File: config.mk
export PLATFORM = sky130hd
export DESIGN_NAME = next_data_regs
export DESIGN_NICKNAME = d
export VERILOG_FILES = /design/src/next_data_pkg.sv /design/src/next_out_group.sv /design/src/next_data_regs.sv
export SDC_FILE = /design/constraint.sdc
export NUM_CORES = 1
export LEC_CHECK = 0
export BUFFER_PORTS_ARGS = -buffer_cell sky130_fd_sc_hd__buf_2
export CORE_ASPECT_RATIO = 1.2
export CORE_MARGIN = 4
export CORE_UTILIZATION = 38
export DETAILED_ROUTE_END_ITERATION = 12
export PLACE_DENSITY = 0.69
export SLEW_MARGIN = 25
export SYNTH_ARGS = -nofsm -noshare
export SYNTH_HDL_FRONTEND = slang
export SYNTH_SLANG_ARGS = --single-unit
export TNS_END_PERCENT = 10
File: constraint.sdc
create_clock -name CLK_IN -period 2.3 [get_ports CLK_IN]
set_clock_uncertainty 0.05 [all_clocks]
set_input_delay 0.23 -clock CLK_IN [delete_from_list [all_inputs] [get_ports CLK_IN]]
set_output_delay 0.23 -clock CLK_IN [all_outputs]
set_load 0.05 [all_outputs]
File: src/next_data_pkg.sv
// constants for the pulse output next-data register logic.
// assumes a 32-bit classic wishbone bus with word-aligned registers.
package next_data_pkg;

  // bus geometry
  localparam int ADDR_W  = 18;
  localparam int DATA_W  = 32;
  localparam int SEL_W   = 4;
  localparam int IDX_W   = 16;

  // register indices; the byte address is four times the index
  localparam logic [IDX_W-1:0] IDX_DATA_LOW  = 16'hffa5;
  localparam logic [IDX_W-1:0] IDX_DATA_HIGH = 16'hffa7;
  localparam logic [IDX_W-1:0] IDX_ENABLE    = 16'hff90;
  localparam logic [IDX_W-1:0] IDX_TRIG_SEL  = 16'hff91;
  localparam logic [IDX_W-1:0] IDX_STATE     = 16'hff92;

  // output group layout: group 0 is bits 3..0, group 1 is bits 7..4
  localparam int OUT_W      = 8;
  localparam int GROUP_W    = 4;
  localparam int GROUP0_LSB = 0;
  localparam int GROUP1_LSB = 4;

  // trigger select register fields
  localparam int TRIG_SEL_W   = 2;
  localparam int TRIG_G0_LSB  = 0;
  localparam int TRIG_G1_LSB  = 2;
  localparam int TRIG_REG_W   = 4;
  localparam int TIMER_CH     = 4;

  // state register fields
  localparam int STATE_PIN_LSB    = 0;
  localparam int STATE_SHARED_BIT = 8;

  // reset and fixed read values
  localparam logic [OUT_W-1:0]      DATA_RST    = 8'h00;
  localparam logic [OUT_W-1:0]      ENABLE_RST  = 8'h00;
  localparam logic [TRIG_REG_W-1:0] TRIG_RST    = 4'h0;
  localparam logic [OUT_W-1:0]      PIN_RST     = 8'h00;
  localparam logic [OUT_W-1:0]      BYTE_ONES   = 8'hff;
  localparam logic [GROUP_W-1:0]    NIBBLE_ONES = 4'hf;
  localparam logic [DATA_W-1:0]     UNMAPPED_RD = 32'h0000_0000;

endpackage

File: src/next_out_group.sv
// one pulse output group: copies next-output data to its pins on the
// compare match of the selected timer channel.
// assumes compare match inputs are one-cycle pulses on the same clock.
`timescale 1ns/10ps
module next_out_group #(
  parameter int WIDTH = 4,
  parameter int SEL_W = 2,
  parameter int CH_N  = 4
) (
  input  wire logic             clk_in,
  input  wire logic             rst_in,
  input  wire logic [SEL_W-1:0] trig_sel_in,
  input  wire logic [CH_N-1:0]  match_in,
  input  wire logic [WIDTH-1:0] data_in,
  input  wire logic [WIDTH-1:0] enable_in,
  output logic      [WIDTH-1:0] pin_out
);

  logic             fire;
  logic [WIDTH-1:0] pin_nxt;

  // channel picked by the selector, 0 through 3
  assign fire = match_in[trig_sel_in];

  // disabled bits keep their pin value; only enabled bits take new data
  always_comb begin
    pin_nxt = pin_out;
    if (fire) begin
      pin_nxt = (data_in & enable_in) | (pin_out & ~enable_in);
    end
  end

  always_ff @(posedge clk_in or posedge rst_in) begin
    if (rst_in) begin
      pin_out <= '0;
    end else begin
      pin_out <= pin_nxt;
    end
  end

endmodule

File: src/next_data_regs.sv
// next-output data registers for pulse output groups 0 and 1, with
// enable and trigger select registers, behind a classic wishbone slave.
// assumes timer compare match inputs are synchronous one-cycle pulses.
//
// Overview of operation
// - Shared trigger: low register holds all eight data bits, rw, reset 0.
// - Shared trigger: high register stores nothing, reads ones, drops writes.
// - Split triggers: low bits 7..4 hold group 1 data, bits 3..0 read one.
// - Split triggers: high bits 3..0 hold group 0 data, bits 7..4 read one.
// - A data bit reaches its pin only while its own enable bit is set.
// - Each group loads on the match of the channel its 2-bit selector names.
//
// Our own choice: the Wishbone slave port.
`timescale 1ns/10ps
module next_data_regs (
  input  wire logic                               CLK_IN,
  input  wire logic                               RST_IN,
  input  wire logic                               WB_CYC_IN,
  input  wire logic                               WB_STB_IN,
  input  wire logic                               WB_WE_IN,
  input  wire logic [next_data_pkg::ADDR_W-1:0]   WB_ADR_IN,
  input  wire logic [next_data_pkg::SEL_W-1:0]    WB_SEL_IN,
  input  wire logic [next_data_pkg::DATA_W-1:0]   WB_DAT_IN,
  output logic      [next_data_pkg::DATA_W-1:0]   WB_DAT_OUT,
  output logic                                    WB_ACK_OUT,
  input  wire logic [next_data_pkg::TIMER_CH-1:0] COMPARE_MATCH_IN,
  output logic      [next_data_pkg::OUT_W-1:0]    PULSE_PIN_OUT,
  output logic      [next_data_pkg::OUT_W-1:0]    PULSE_PIN_OE_OUT
);

  logic [next_data_pkg::OUT_W-1:0]      next_output_data_reg_a_r;
  logic [next_data_pkg::OUT_W-1:0]      next_out_enable_reg_a_r;
  logic [next_data_pkg::TRIG_REG_W-1:0] trig_sel_r;
  logic [next_data_pkg::DATA_W-1:0]     rd_nxt;
  logic [next_data_pkg::IDX_W-1:0]      idx;
  logic [next_data_pkg::TRIG_SEL_W-1:0] group0_trig_sel;
  logic [next_data_pkg::TRIG_SEL_W-1:0] group1_trig_sel;
  logic                                 req;
  logic                                 wr;
  logic                                 shared;
  logic                                 hit_low;
  logic                                 hit_high;
  logic                                 hit_enable;
  logic                                 hit_trig;
  logic                                 hit_state;

  // bus decode
  // a request is taken once; the ack masks it so each access acks once
  assign req = WB_CYC_IN && WB_STB_IN && !WB_ACK_OUT;
  // only byte lane 0 carries writable register bits
  assign wr  = req && WB_WE_IN && WB_SEL_IN[0];
  assign idx = WB_ADR_IN[next_data_pkg::ADDR_W-1:2];

  assign hit_low    = (idx == next_data_pkg::IDX_DATA_LOW);
  assign hit_high   = (idx == next_data_pkg::IDX_DATA_HIGH);
  assign hit_enable = (idx == next_data_pkg::IDX_ENABLE);
  assign hit_trig   = (idx == next_data_pkg::IDX_TRIG_SEL);
  assign hit_state  = (idx == next_data_pkg::IDX_STATE);

  assign group0_trig_sel =
    trig_sel_r[next_data_pkg::TRIG_G0_LSB +: next_data_pkg::TRIG_SEL_W];
  assign group1_trig_sel =
    trig_sel_r[next_data_pkg::TRIG_G1_LSB +: next_data_pkg::TRIG_SEL_W];

  assign shared = (group0_trig_sel == group1_trig_sel);

  always_ff @(posedge CLK_IN or posedge RST_IN) begin
    if (RST_IN) begin
      WB_ACK_OUT <= 1'b0;
    end else begin
      WB_ACK_OUT <= req;
    end
  end

  // next-output data storage
  // the storage is one byte in both layouts; switching the layout
  // keeps the bits, only their address and read view move
  always_ff @(posedge CLK_IN or posedge RST_IN) begin
    if (RST_IN) begin
      next_output_data_reg_a_r <= next_data_pkg::DATA_RST;
    end else if (wr && hit_low) begin
      if (shared) begin
        next_output_data_reg_a_r <= WB_DAT_IN[7:0];
      end else begin
        next_output_data_reg_a_r[7:4] <= WB_DAT_IN[7:4];
      end
    end else if (wr && hit_high && !shared) begin
      // a shared-layout write here falls through and stores nothing
      next_output_data_reg_a_r[3:0] <= WB_DAT_IN[3:0];
    end
  end

  always_ff @(posedge CLK_IN or posedge RST_IN) begin
    if (RST_IN) begin
      next_out_enable_reg_a_r <= next_data_pkg::ENABLE_RST;
    end else if (wr && hit_enable) begin
      next_out_enable_reg_a_r <= WB_DAT_IN[7:0];
    end
  end

  always_ff @(posedge CLK_IN or posedge RST_IN) begin
    if (RST_IN) begin
      trig_sel_r <= next_data_pkg::TRIG_RST;
    end else if (wr && hit_trig) begin
      trig_sel_r <= WB_DAT_IN[next_data_pkg::TRIG_REG_W-1:0];
    end
  end

  // read data
  always_comb begin
    rd_nxt = next_data_pkg::UNMAPPED_RD;
    if (hit_low) begin
      if (shared) begin
        rd_nxt[7:0] = next_output_data_reg_a_r;
      end else begin
        rd_nxt[7:0] = {next_output_data_reg_a_r[7:4],
                       next_data_pkg::NIBBLE_ONES};
      end
    end else if (hit_high) begin
      if (shared) begin
        rd_nxt[7:0] = next_data_pkg::BYTE_ONES;
      end else begin
        rd_nxt[7:0] = {next_data_pkg::NIBBLE_ONES,
                       next_output_data_reg_a_r[3:0]};
      end
    end else if (hit_enable) begin
      rd_nxt[7:0] = next_out_enable_reg_a_r;
    end else if (hit_trig) begin
      rd_nxt[next_data_pkg::TRIG_REG_W-1:0] = trig_sel_r;
    end else if (hit_state) begin
      rd_nxt[next_data_pkg::STATE_PIN_LSB +: next_data_pkg::OUT_W] =
        PULSE_PIN_OUT;
      rd_nxt[next_data_pkg::STATE_SHARED_BIT] = shared;
    end
  end

  // read data is registered with the ack and held until the next read
  always_ff @(posedge CLK_IN or posedge RST_IN) begin
    if (RST_IN) begin
      WB_DAT_OUT <= next_data_pkg::UNMAPPED_RD;
    end else if (req && !WB_WE_IN) begin
      WB_DAT_OUT <= rd_nxt;
    end
  end

  // output groups
  next_out_group #(
    .WIDTH (next_data_pkg::GROUP_W),
    .SEL_W (next_data_pkg::TRIG_SEL_W),
    .CH_N  (next_data_pkg::TIMER_CH)
  ) u_group0 (
    .clk_in      (CLK_IN),
    .rst_in      (RST_IN),
    .trig_sel_in (group0_trig_sel),
    .match_in    (COMPARE_MATCH_IN),
    .data_in     (next_output_data_reg_a_r[3:0]),
    .enable_in   (next_out_enable_reg_a_r[3:0]),
    .pin_out     (PULSE_PIN_OUT[3:0])
  );

  next_out_group #(
    .WIDTH (next_data_pkg::GROUP_W),
    .SEL_W (next_data_pkg::TRIG_SEL_W),
    .CH_N  (next_data_pkg::TIMER_CH)
  ) u_group1 (
    .clk_in      (CLK_IN),
    .rst_in      (RST_IN),
    .trig_sel_in (group1_trig_sel),
    .match_in    (COMPARE_MATCH_IN),
    .data_in     (next_output_data_reg_a_r[7:4]),
    .enable_in   (next_out_enable_reg_a_r[7:4]),
    .pin_out     (PULSE_PIN_OUT[7:4])
  );

  // a pin is driven by this unit only while its enable is set
  assign PULSE_PIN_OE_OUT = next_out_enable_reg_a_r;
endmodule

# Word level (Yosys, flattened, before mapping)
# Index checks and enable logic that the tools add are counted.
# totals
register_bits,38
out_inout_bits,49
# op_classes
eq_ne,7
muxes,18
n_lt_le_gt_ge,2
bitwise,8
reduce_logical,15
# op_table
op,count
$eq A16 B16 Y1 const B,5
$mux W4,6
$mux W8,3
$and A4 B4 Y4,4
$logic_and A1 B1 Y1,10
$mux W9,1
$not A4 Y4,2
$or A4 B4 Y4,2
$lt A2 B3 Y1 const B,2
$mux W1,5
$mux W5,1
$bmux W1 S2,2
$logic_not A1 Y1,3
$eq A2 B2 Y1,1
$ne A2 B2 Y1 const B,1
$reduce_and A2 Y1,1
$reduce_bool A2 Y1,1

# Logic depth before layout (Yosys ltp)
# Gate-level depths: netlist of run 1.
# depth
ltp_word,8
ltp_mapped,5
mapped_depth_nobuf,4

# Cells and area by module
# A second synthesis of run 1 with hierarchy kept.
# hier_totals
cells_unflattened,186
area_unflattened_um2,2115.8
# by_module_without_submodules
mod,cells_each,instances,area_each_um2,seq_area_each_um2
next_data_regs,158,1,1742.9,750.7
next_out_group,14,2,186.4,100.1

# Worst setup path after synthesis of run 1
# No wires, ideal clock.
# synth_path
path_type,reg-to-reg
startpoint,register WB_ACK_OUT
endpoint,register WB_DAT_OUT[0] in the netlist's numbering
stages_incl_launch_ff,5
period_less_slack_ns,1.868
setup_slack_ns,0.432
path_buffers,1
arrival_ns,1.680
required_time_ns,2.112
path_cell_list,dfrtp_1 -> nor4bb_1 -> clkbuf_1 -> mux2i_1 -> a21oi_1
# synth_via
elab_chain_len,3
# synth_lines
element,line_no,rtl
start: declaration,next_data_regs.sv:25,"output logic WB_ACK_OUT,"
start signal: assignment,next_data_regs.sv:71,WB_ACK_OUT <= req;
$logic_not A1 Y1,next_data_regs.sv:49,assign req = WB_CYC_IN && WB_STB_IN && !WB_ACK_OUT;
$logic_and A1 B1 Y1,next_data_regs.sv:49,
$logic_and A1 B1 Y1,next_data_regs.sv:141,end else if (req && !WB_WE_IN) begin
end signal: assignment,next_data_regs.sv:140,WB_DAT_OUT <= next_data_pkg::UNMAPPED_RD;
end signal: assignment,next_data_regs.sv:142,WB_DAT_OUT <= rd_nxt;
end: declaration,next_data_regs.sv:24,"output logic [next_data_pkg::DATA_W-1:0] WB_DAT_OUT,"
# No other way between the ends.
# A chain may end at the register's enable or synchronous reset.

# Worst setup path after layout of run 1
# layout_path
startpoint,register trig_sel_r[2] in the netlist's numbering
endpoint,register next_output_data_reg_a_r[0] in the netlist's numbering
# layout_via
elab_chain_len,5
elab_cells_between_ends,6
# layout_lines
element,line_no,rtl
start: declaration,next_data_regs.sv:33,logic [next_data_pkg::TRIG_REG_W-1:0] trig_sel_r;
start signal: assignment,next_data_regs.sv:103,trig_sel_r <= next_data_pkg::TRIG_RST;
start signal: assignment,next_data_regs.sv:105,trig_sel_r <= WB_DAT_IN[next_data_pkg::TRIG_REG_W-1:0];
$eq A2 B2 Y1 (*),next_data_regs.sv:65,assign shared = (group0_trig_sel == group1_trig_sel);
$logic_not A1 Y1,next_data_regs.sv:87,end else if (wr && hit_high && !shared) begin
$logic_and A1 B1 Y1,next_data_regs.sv:87,
$reduce_bool A2 Y1 (no source line),--,
$reduce_and A2 Y1 (no source line) (*),--,
end signal: assignment,next_data_regs.sv:80,next_output_data_reg_a_r <= next_data_pkg::DATA_RST;
end signal: assignment,next_data_regs.sv:83,next_output_data_reg_a_r <= WB_DAT_IN[7:0];
end: declaration,next_data_regs.sv:31,logic [next_data_pkg::OUT_W-1:0] next_output_data_reg_a_r;
# Mark *: on every way between the ends. The rest lies on a longest branch, timed or not.

==> metrics.txt, run 1 <==
post-synthesis register bit count 38; DRC viols 0; HPWL after DPL 3970 um; Arrival @ worst endpoint 2.13 ns; cell area after layout 0.00260 mm^2; max-cap violation count 0; Gate Count Post-Synth 184; Worst-Margin Slew 0.587 ns; cts hold-fix bufs 0; antenna viol nets, final 0; clk slew on worst S/H paths 0.08 ns; Area after DPL 0.00249 mm^2; CORE AREA 0.00541 mm^2; CP Class register to register; status complete, but fails checks; vias per cell 5.25; number of setup buffers added after CTS 0; crit path launch type register; CTS tree yes; Placement Setup Slack 0.283 ns; Synth cell types 40; die area 0.00701 mm^2; Synth top cells by count dfrtp_1 (38), buf_4 (24), nand2_1 (15), mux2_2 (13), mux2_4 (12); mean post-synth cell area 11.8 um^2; setup TNS 0 ns; Critical path buffers and inverters 0; CP delay by family, top flip-flops; unrepaired setup endpoints after global routing no; Reg-to-Reg Start trig_sel_r[2]$_DFFE_PP0P_; grt ovf 0; Leak 1.32 nW; initial antenna violation count 0; Initial Util 40.3%; Pwr Density 615 mW/mm^2; R2R cell count 4; final worst slack 0.304 ns; Max Freq 0.501 GHz; Synth area leaders dfrtp_1 (44%), buf_4 (8.3%), mux2_4 (8.3%); Clock Tree Root clkbuf_8; worst hold path type input port to async pin; RR Endpoint next_output_data_reg_a_r[0]$_DFFE_PP0P_; largest net degree at the start of global routing 39; Die Span X 77.1 um; Max Slew Vio Count 0; diode count 0; area added between synthesis and finish 19.5%; htree depth 2; total CTS buffers 5; failing checks negative hold slack; hold slack -0.00417 ns; num rows 29; Buffers on Ports 59; I/O Pins 112; post-DR wirelength/cell 16.5 um; routed wire length 5180 um; Overall Global Routing Usage 15.4%; Slew headroom 60.7%; flop-to-flop setup slack 0.30 ns; clk buf depth 2; Sinks on Clock Net 38; Async SR Flop Fraction 100%; final core occ 48.1%; Via Count 1,642; Synth area leader dfrtp_1; GP Congestion 0.753; CP endpoint kind register; Die Y 90.9 um; Post-Syn Area 0.00218 mm^2; share of cells above drive strength 1 42.6%; worst-path cell chain xor2_1, or3_4, a211oi_4, mux2_4; Clk Latency, worst-skew pair 0.30 ns; Layout Nets 314; period utilization 86.8%; first-pass GRT wire length 8510 um; CP Max Fanout 4; Detailed Route Iter0 Violations 66; sequential share of the synthesized area 43.7%; Initial DRT Pass Iterations 4; share of the synthesized area in the top cell type 43.7%; min Tclk post-route 2.00 ns; final setup violating endpoints 0; peak supply drop 0.345 mV; Power Total 1.60 mW; Crit path largest cell delay 0.44 ns; Hold Vio Cnt, Final 12; Post-synth EDFFs 0; Yosys warning total 0; vias in the first global route 1,723; most frequent cell after synthesis dfrtp_1; Non-Filler Instances 313; post-CTS sizing 0; Crit-path slowest cell dfrtp_1; main flop type after synthesis dfrtp_1; Worst EP required 2.43 ns; placed cell count 306
## worst register-to-register path: cells and delay by family, from the launching register on
family	cells	cell delay (ns)
AO/OA/AOI/OAI	1	0.44
AND/OR/NAND/NOR	1	0.42
XOR/XNOR	1	0.19
flip-flops	1	0.44
multiplexers	1	0.34
## kinds of logic (layout without fill, tap and decap cells)
family	count (synthesis)	count (layout)	share of synthesized area (%)
simple gates	50	50	14.8
flops	38	38	43.7
mux	36	36	21.7
buf+inv	31	76	9.48
compound gates	26	26	9.48
xor+xnor	2	2	0.804
other cells	1	23	0.172
## where the power goes
part | internal, mW | switching [mW]
Sequential | 0.692 | 0.0144
Combinational | 0.0701 | 0.245
Clock | 0.347 | 0.232
Total | 1.11 | 0.491
## routing by layer
metal | routed length [um] | global-route usage [%]
met2 | 2710 | 26.2
met3 | 306 | 4.36
met4 | 90 | 5.34
met5 | 0 | 0
met1 | 2070 | 18.6
## cell type report
type	count	area (um^2)
clock buffer	6	82.6
inverter	5	18.8
clock inverter	1	30.0
fill	517	2800
tap	62	77.6
timing repair buffer	64	333
multi-input combinational	137	1110
sequential	38	951
## worst max-delay path by stage
stage | start | end | depth (start not counted)
final | trig_sel_r[2]$_DFFE_PP0P_ | next_output_data_reg_a_r[0]$_DFFE_PP0P_ | 4
after floorplan | WB_ACK_OUT$_DFF_PP0_ | WB_DAT_OUT[0]$_DFFE_PP0P_ | 4
after CTS | trig_sel_r[2]$_DFFE_PP0P_ | next_output_data_reg_a_r[0]$_DFFE_PP0P_ | 4
after global routing | trig_sel_r[2]$_DFFE_PP0P_ | next_output_data_reg_a_r[0]$_DFFE_PP0P_ | 4
after detailed placement | WB_ADR_IN[5] | next_output_data_reg_a_r[5]$_DFFE_PP0P_ | 5
after global placement | WB_ADR_IN[8] | next_output_data_reg_a_r[2]$_DFFE_PP0P_ | 5
## cells in the final DEF (no fill, tap or decap), drive strengths merged, types with 3 or more instances in the layout
| master | Yosys | final |
|---|---|---|
| a21oi | 5 | 5 |
| a221oi | 3 | 3 |
| buf | 24 | 64 |
| clkbuf | 2 | 6 |
| conb | 1 | 23 |
| dfrtp | 38 | 38 |
| inv | 5 | 5 |
| mux2 | 33 | 33 |
| nand2 | 15 | 15 |
| nand3 | 4 | 4 |
| nand4 | 4 | 4 |
| nand4bb | 3 | 3 |
| nor2 | 7 | 7 |
| nor4 | 3 | 3 |
| o21ai | 5 | 5 |
| o32ai | 4 | 4 |
(Power assumes the default switching activity.)
==> run 2, diff against run 1 <==
==> constraint.sdc (replaced) <==
create_clock -name CLK_IN -period 2.3 [get_ports CLK_IN]
set_clock_uncertainty 0.05 [all_clocks]
set_input_delay 0.115 -clock CLK_IN [delete_from_list [all_inputs] [get_ports CLK_IN]]
set_output_delay 0.115 -clock CLK_IN [all_outputs]
set_load 0.05 [all_outputs]
==> metrics.txt, run 2 (synthesis results as in run 1) <==
Worst Hold Depth 2; final worst slack 0.296 ns; antenna viol nets, final 0; Die Span X 77.1 um; CTS tree yes; Pint 1.08 mW; Arrival @ worst endpoint 2.13 ns; area added between synthesis and finish 19.9%; setup TNS 0 ns; Slew headroom 60.6%; CP endpoint kind register; most frequent cells in the layout buf_2 (59), dfrtp_1 (38), conb_1 (23); first-pass GRT wire length 8400 um; unrepaired setup endpoints after global routing no; Die Y 90.9 um; Initial DRT Pass Iterations 6; worst hold path type input port to register; Crit-path slowest cell dfrtp_1; footprint of the multi-input gates 0.00111 mm^2; crit path launch type register; Clk Latency, worst-skew pair 0.29 ns; sequential share of power 44.7%; Via Count 1,621; HPWL after DPL 3880 um; peak supply drop 0.287 mV; commonest non-fill, non-tap cell in the layout buf_2; CP Class register to register; Crit path largest cell delay 0.45 ns; clk buf depth 2; CORE AREA 0.00541 mm^2; Sw Pwr 0.499 mW; Detailed Route Iter0 Violations 90; Overall Global Routing Usage 15.1%; CP Max Fanout 4; DRC viols 0; Leak 1.33 nW; register area 951 um^2; max-cap violation count 0; clock share of power 35.3%; num rows 29; I/O Pins 112; FILL cells 504; post-DR wirelength/cell 16.3 um; Worst-Margin Slew 0.587 ns; Initial Util 40.3%; Layout Nets 315; Hold Vio Cnt, Final 0; GP Congestion 0.759; vias per cell 5.15; initial antenna violation count 0; Buffers on Ports 59; clk slew on worst S/H paths 0.08 ns; Max Slew Vio Count 0; grt ovf 0; Placement Setup Slack 0.324 ns; final core occ 48.3%; Comb power frac 20.0%; diode count 0; final setup violating endpoints 0; Max Freq 0.499 GHz; min Tclk post-route 2.00 ns; die area 0.00701 mm^2; Clock Tree Root clkbuf_8; largest net degree at the start of global routing 39; period utilization 87.1%; sw frac 31.5%; Pwr Density 606 mW/mm^2; status complete, no violations; Sinks on Clock Net 38; Worst EP required 2.42 ns; total CTS buffers 5; htree depth 2; worst-path cell chain xor2_1, or3_4, a211oi_4, mux2_4; post-CTS sizing 0; share of cells above drive strength 1 42.3%; vias in the first global route 1,685; R2R cell count 4; routed wire length 5130 um
==> run 2: cell count changes in the layout (fill, tap and decap cells not counted), sizes merged <==
cell,change
buf,-1
clkinv,+2
dlygate4sd3,+2
clkbuf,-1
==> run 2: worst max-delay path: cells and delay by family (launching register included) <==
family          cells  cell delay, ns
flops               1            0.45
compound gates      1            0.45
simple gates        1            0.41
mux                 1            0.34
xor+xnor            1            0.19
==> run 2: area by class of cell <==
cell class | count | share of cell area, %
clock buffer | 5 | 2.64
clock inverter | 3 | 1.53
inverter | 5 | 0.719
multi-input combinational | 137 | 42.5
sequential | 38 | 36.4
tap | 62 | 2.97
timing repair buffer | 65 | 13.2
==> run 2: what timing repair did <==
action                                 CTS  global route
hold buffers                             1             1
buffers inserted                         0             0
endpoints found under the hold margin   38             1
==> run 2: worst paths after layout <==
path,from,to,slack (ns)
worst max-delay path,trig_sel_r[2]$_DFFE_PP0P_,next_output_data_reg_a_r[1]$_DFFE_PP0P_,0.30
worst min-delay path,WB_DAT_IN[3],trig_sel_r[3]$_DFFE_PP0P_,0.01
worst max register to register,trig_sel_r[2]$_DFFE_PP0P_,next_output_data_reg_a_r[1]$_DFFE_PP0P_,0.30
worst min register to register,register,register,0.46
max in group asynchronous,RST_IN,async pin,1.42
min in group asynchronous,RST_IN,next_output_data_reg_a_r[4]$_DFFE_PP0P_,0.42
==> run 2: per-stage QoR <==
step / instances / total power, mW / area [um^2] / hold WS [ns]
2_1_floorplan: 206 / 0.980 / 2260 / 0.197
5_1_grt: 315 / 1.65 / 2610 / 0.0111
6_report: 315 / 1.58 / 2610 / 0.00954
4_1_cts: 314 / 1.60 / 2600 / 0.00127
3_3_place_gp: 305 / 1.03 / 2480 / 0.207
3_5_place_dp: 305 / 1.03 / 2480 / 0.202
==> run 2: routing by layer <==
| metal | part of all wire [%] | wire length [um] | vias up | track usage, % |
|---|---|---|---|---|
| met5 | 0 | 0 | - | 0 |
| met4 | 1.1 | 56 | 0 | 4.75 |
| met3 | 4.9 | 253 | 6 | 4.95 |
| met2 | 52 | 2690 | 49 | 26.0 |
| met1 | 41 | 2120 | 790 | 18.0 |
| li1 | - | - | 776 | - |
==> run 2: power by group through the flow <==
stage               sequential (mW)  combinational [mW]  clock [mW]
detailed placement            0.720               0.314           0
CTS                           0.706               0.317       0.573
finish                        0.707               0.316       0.559
floorplan                     0.804               0.176           0
global placement              0.719               0.312           0
global route                  0.711               0.338       0.601
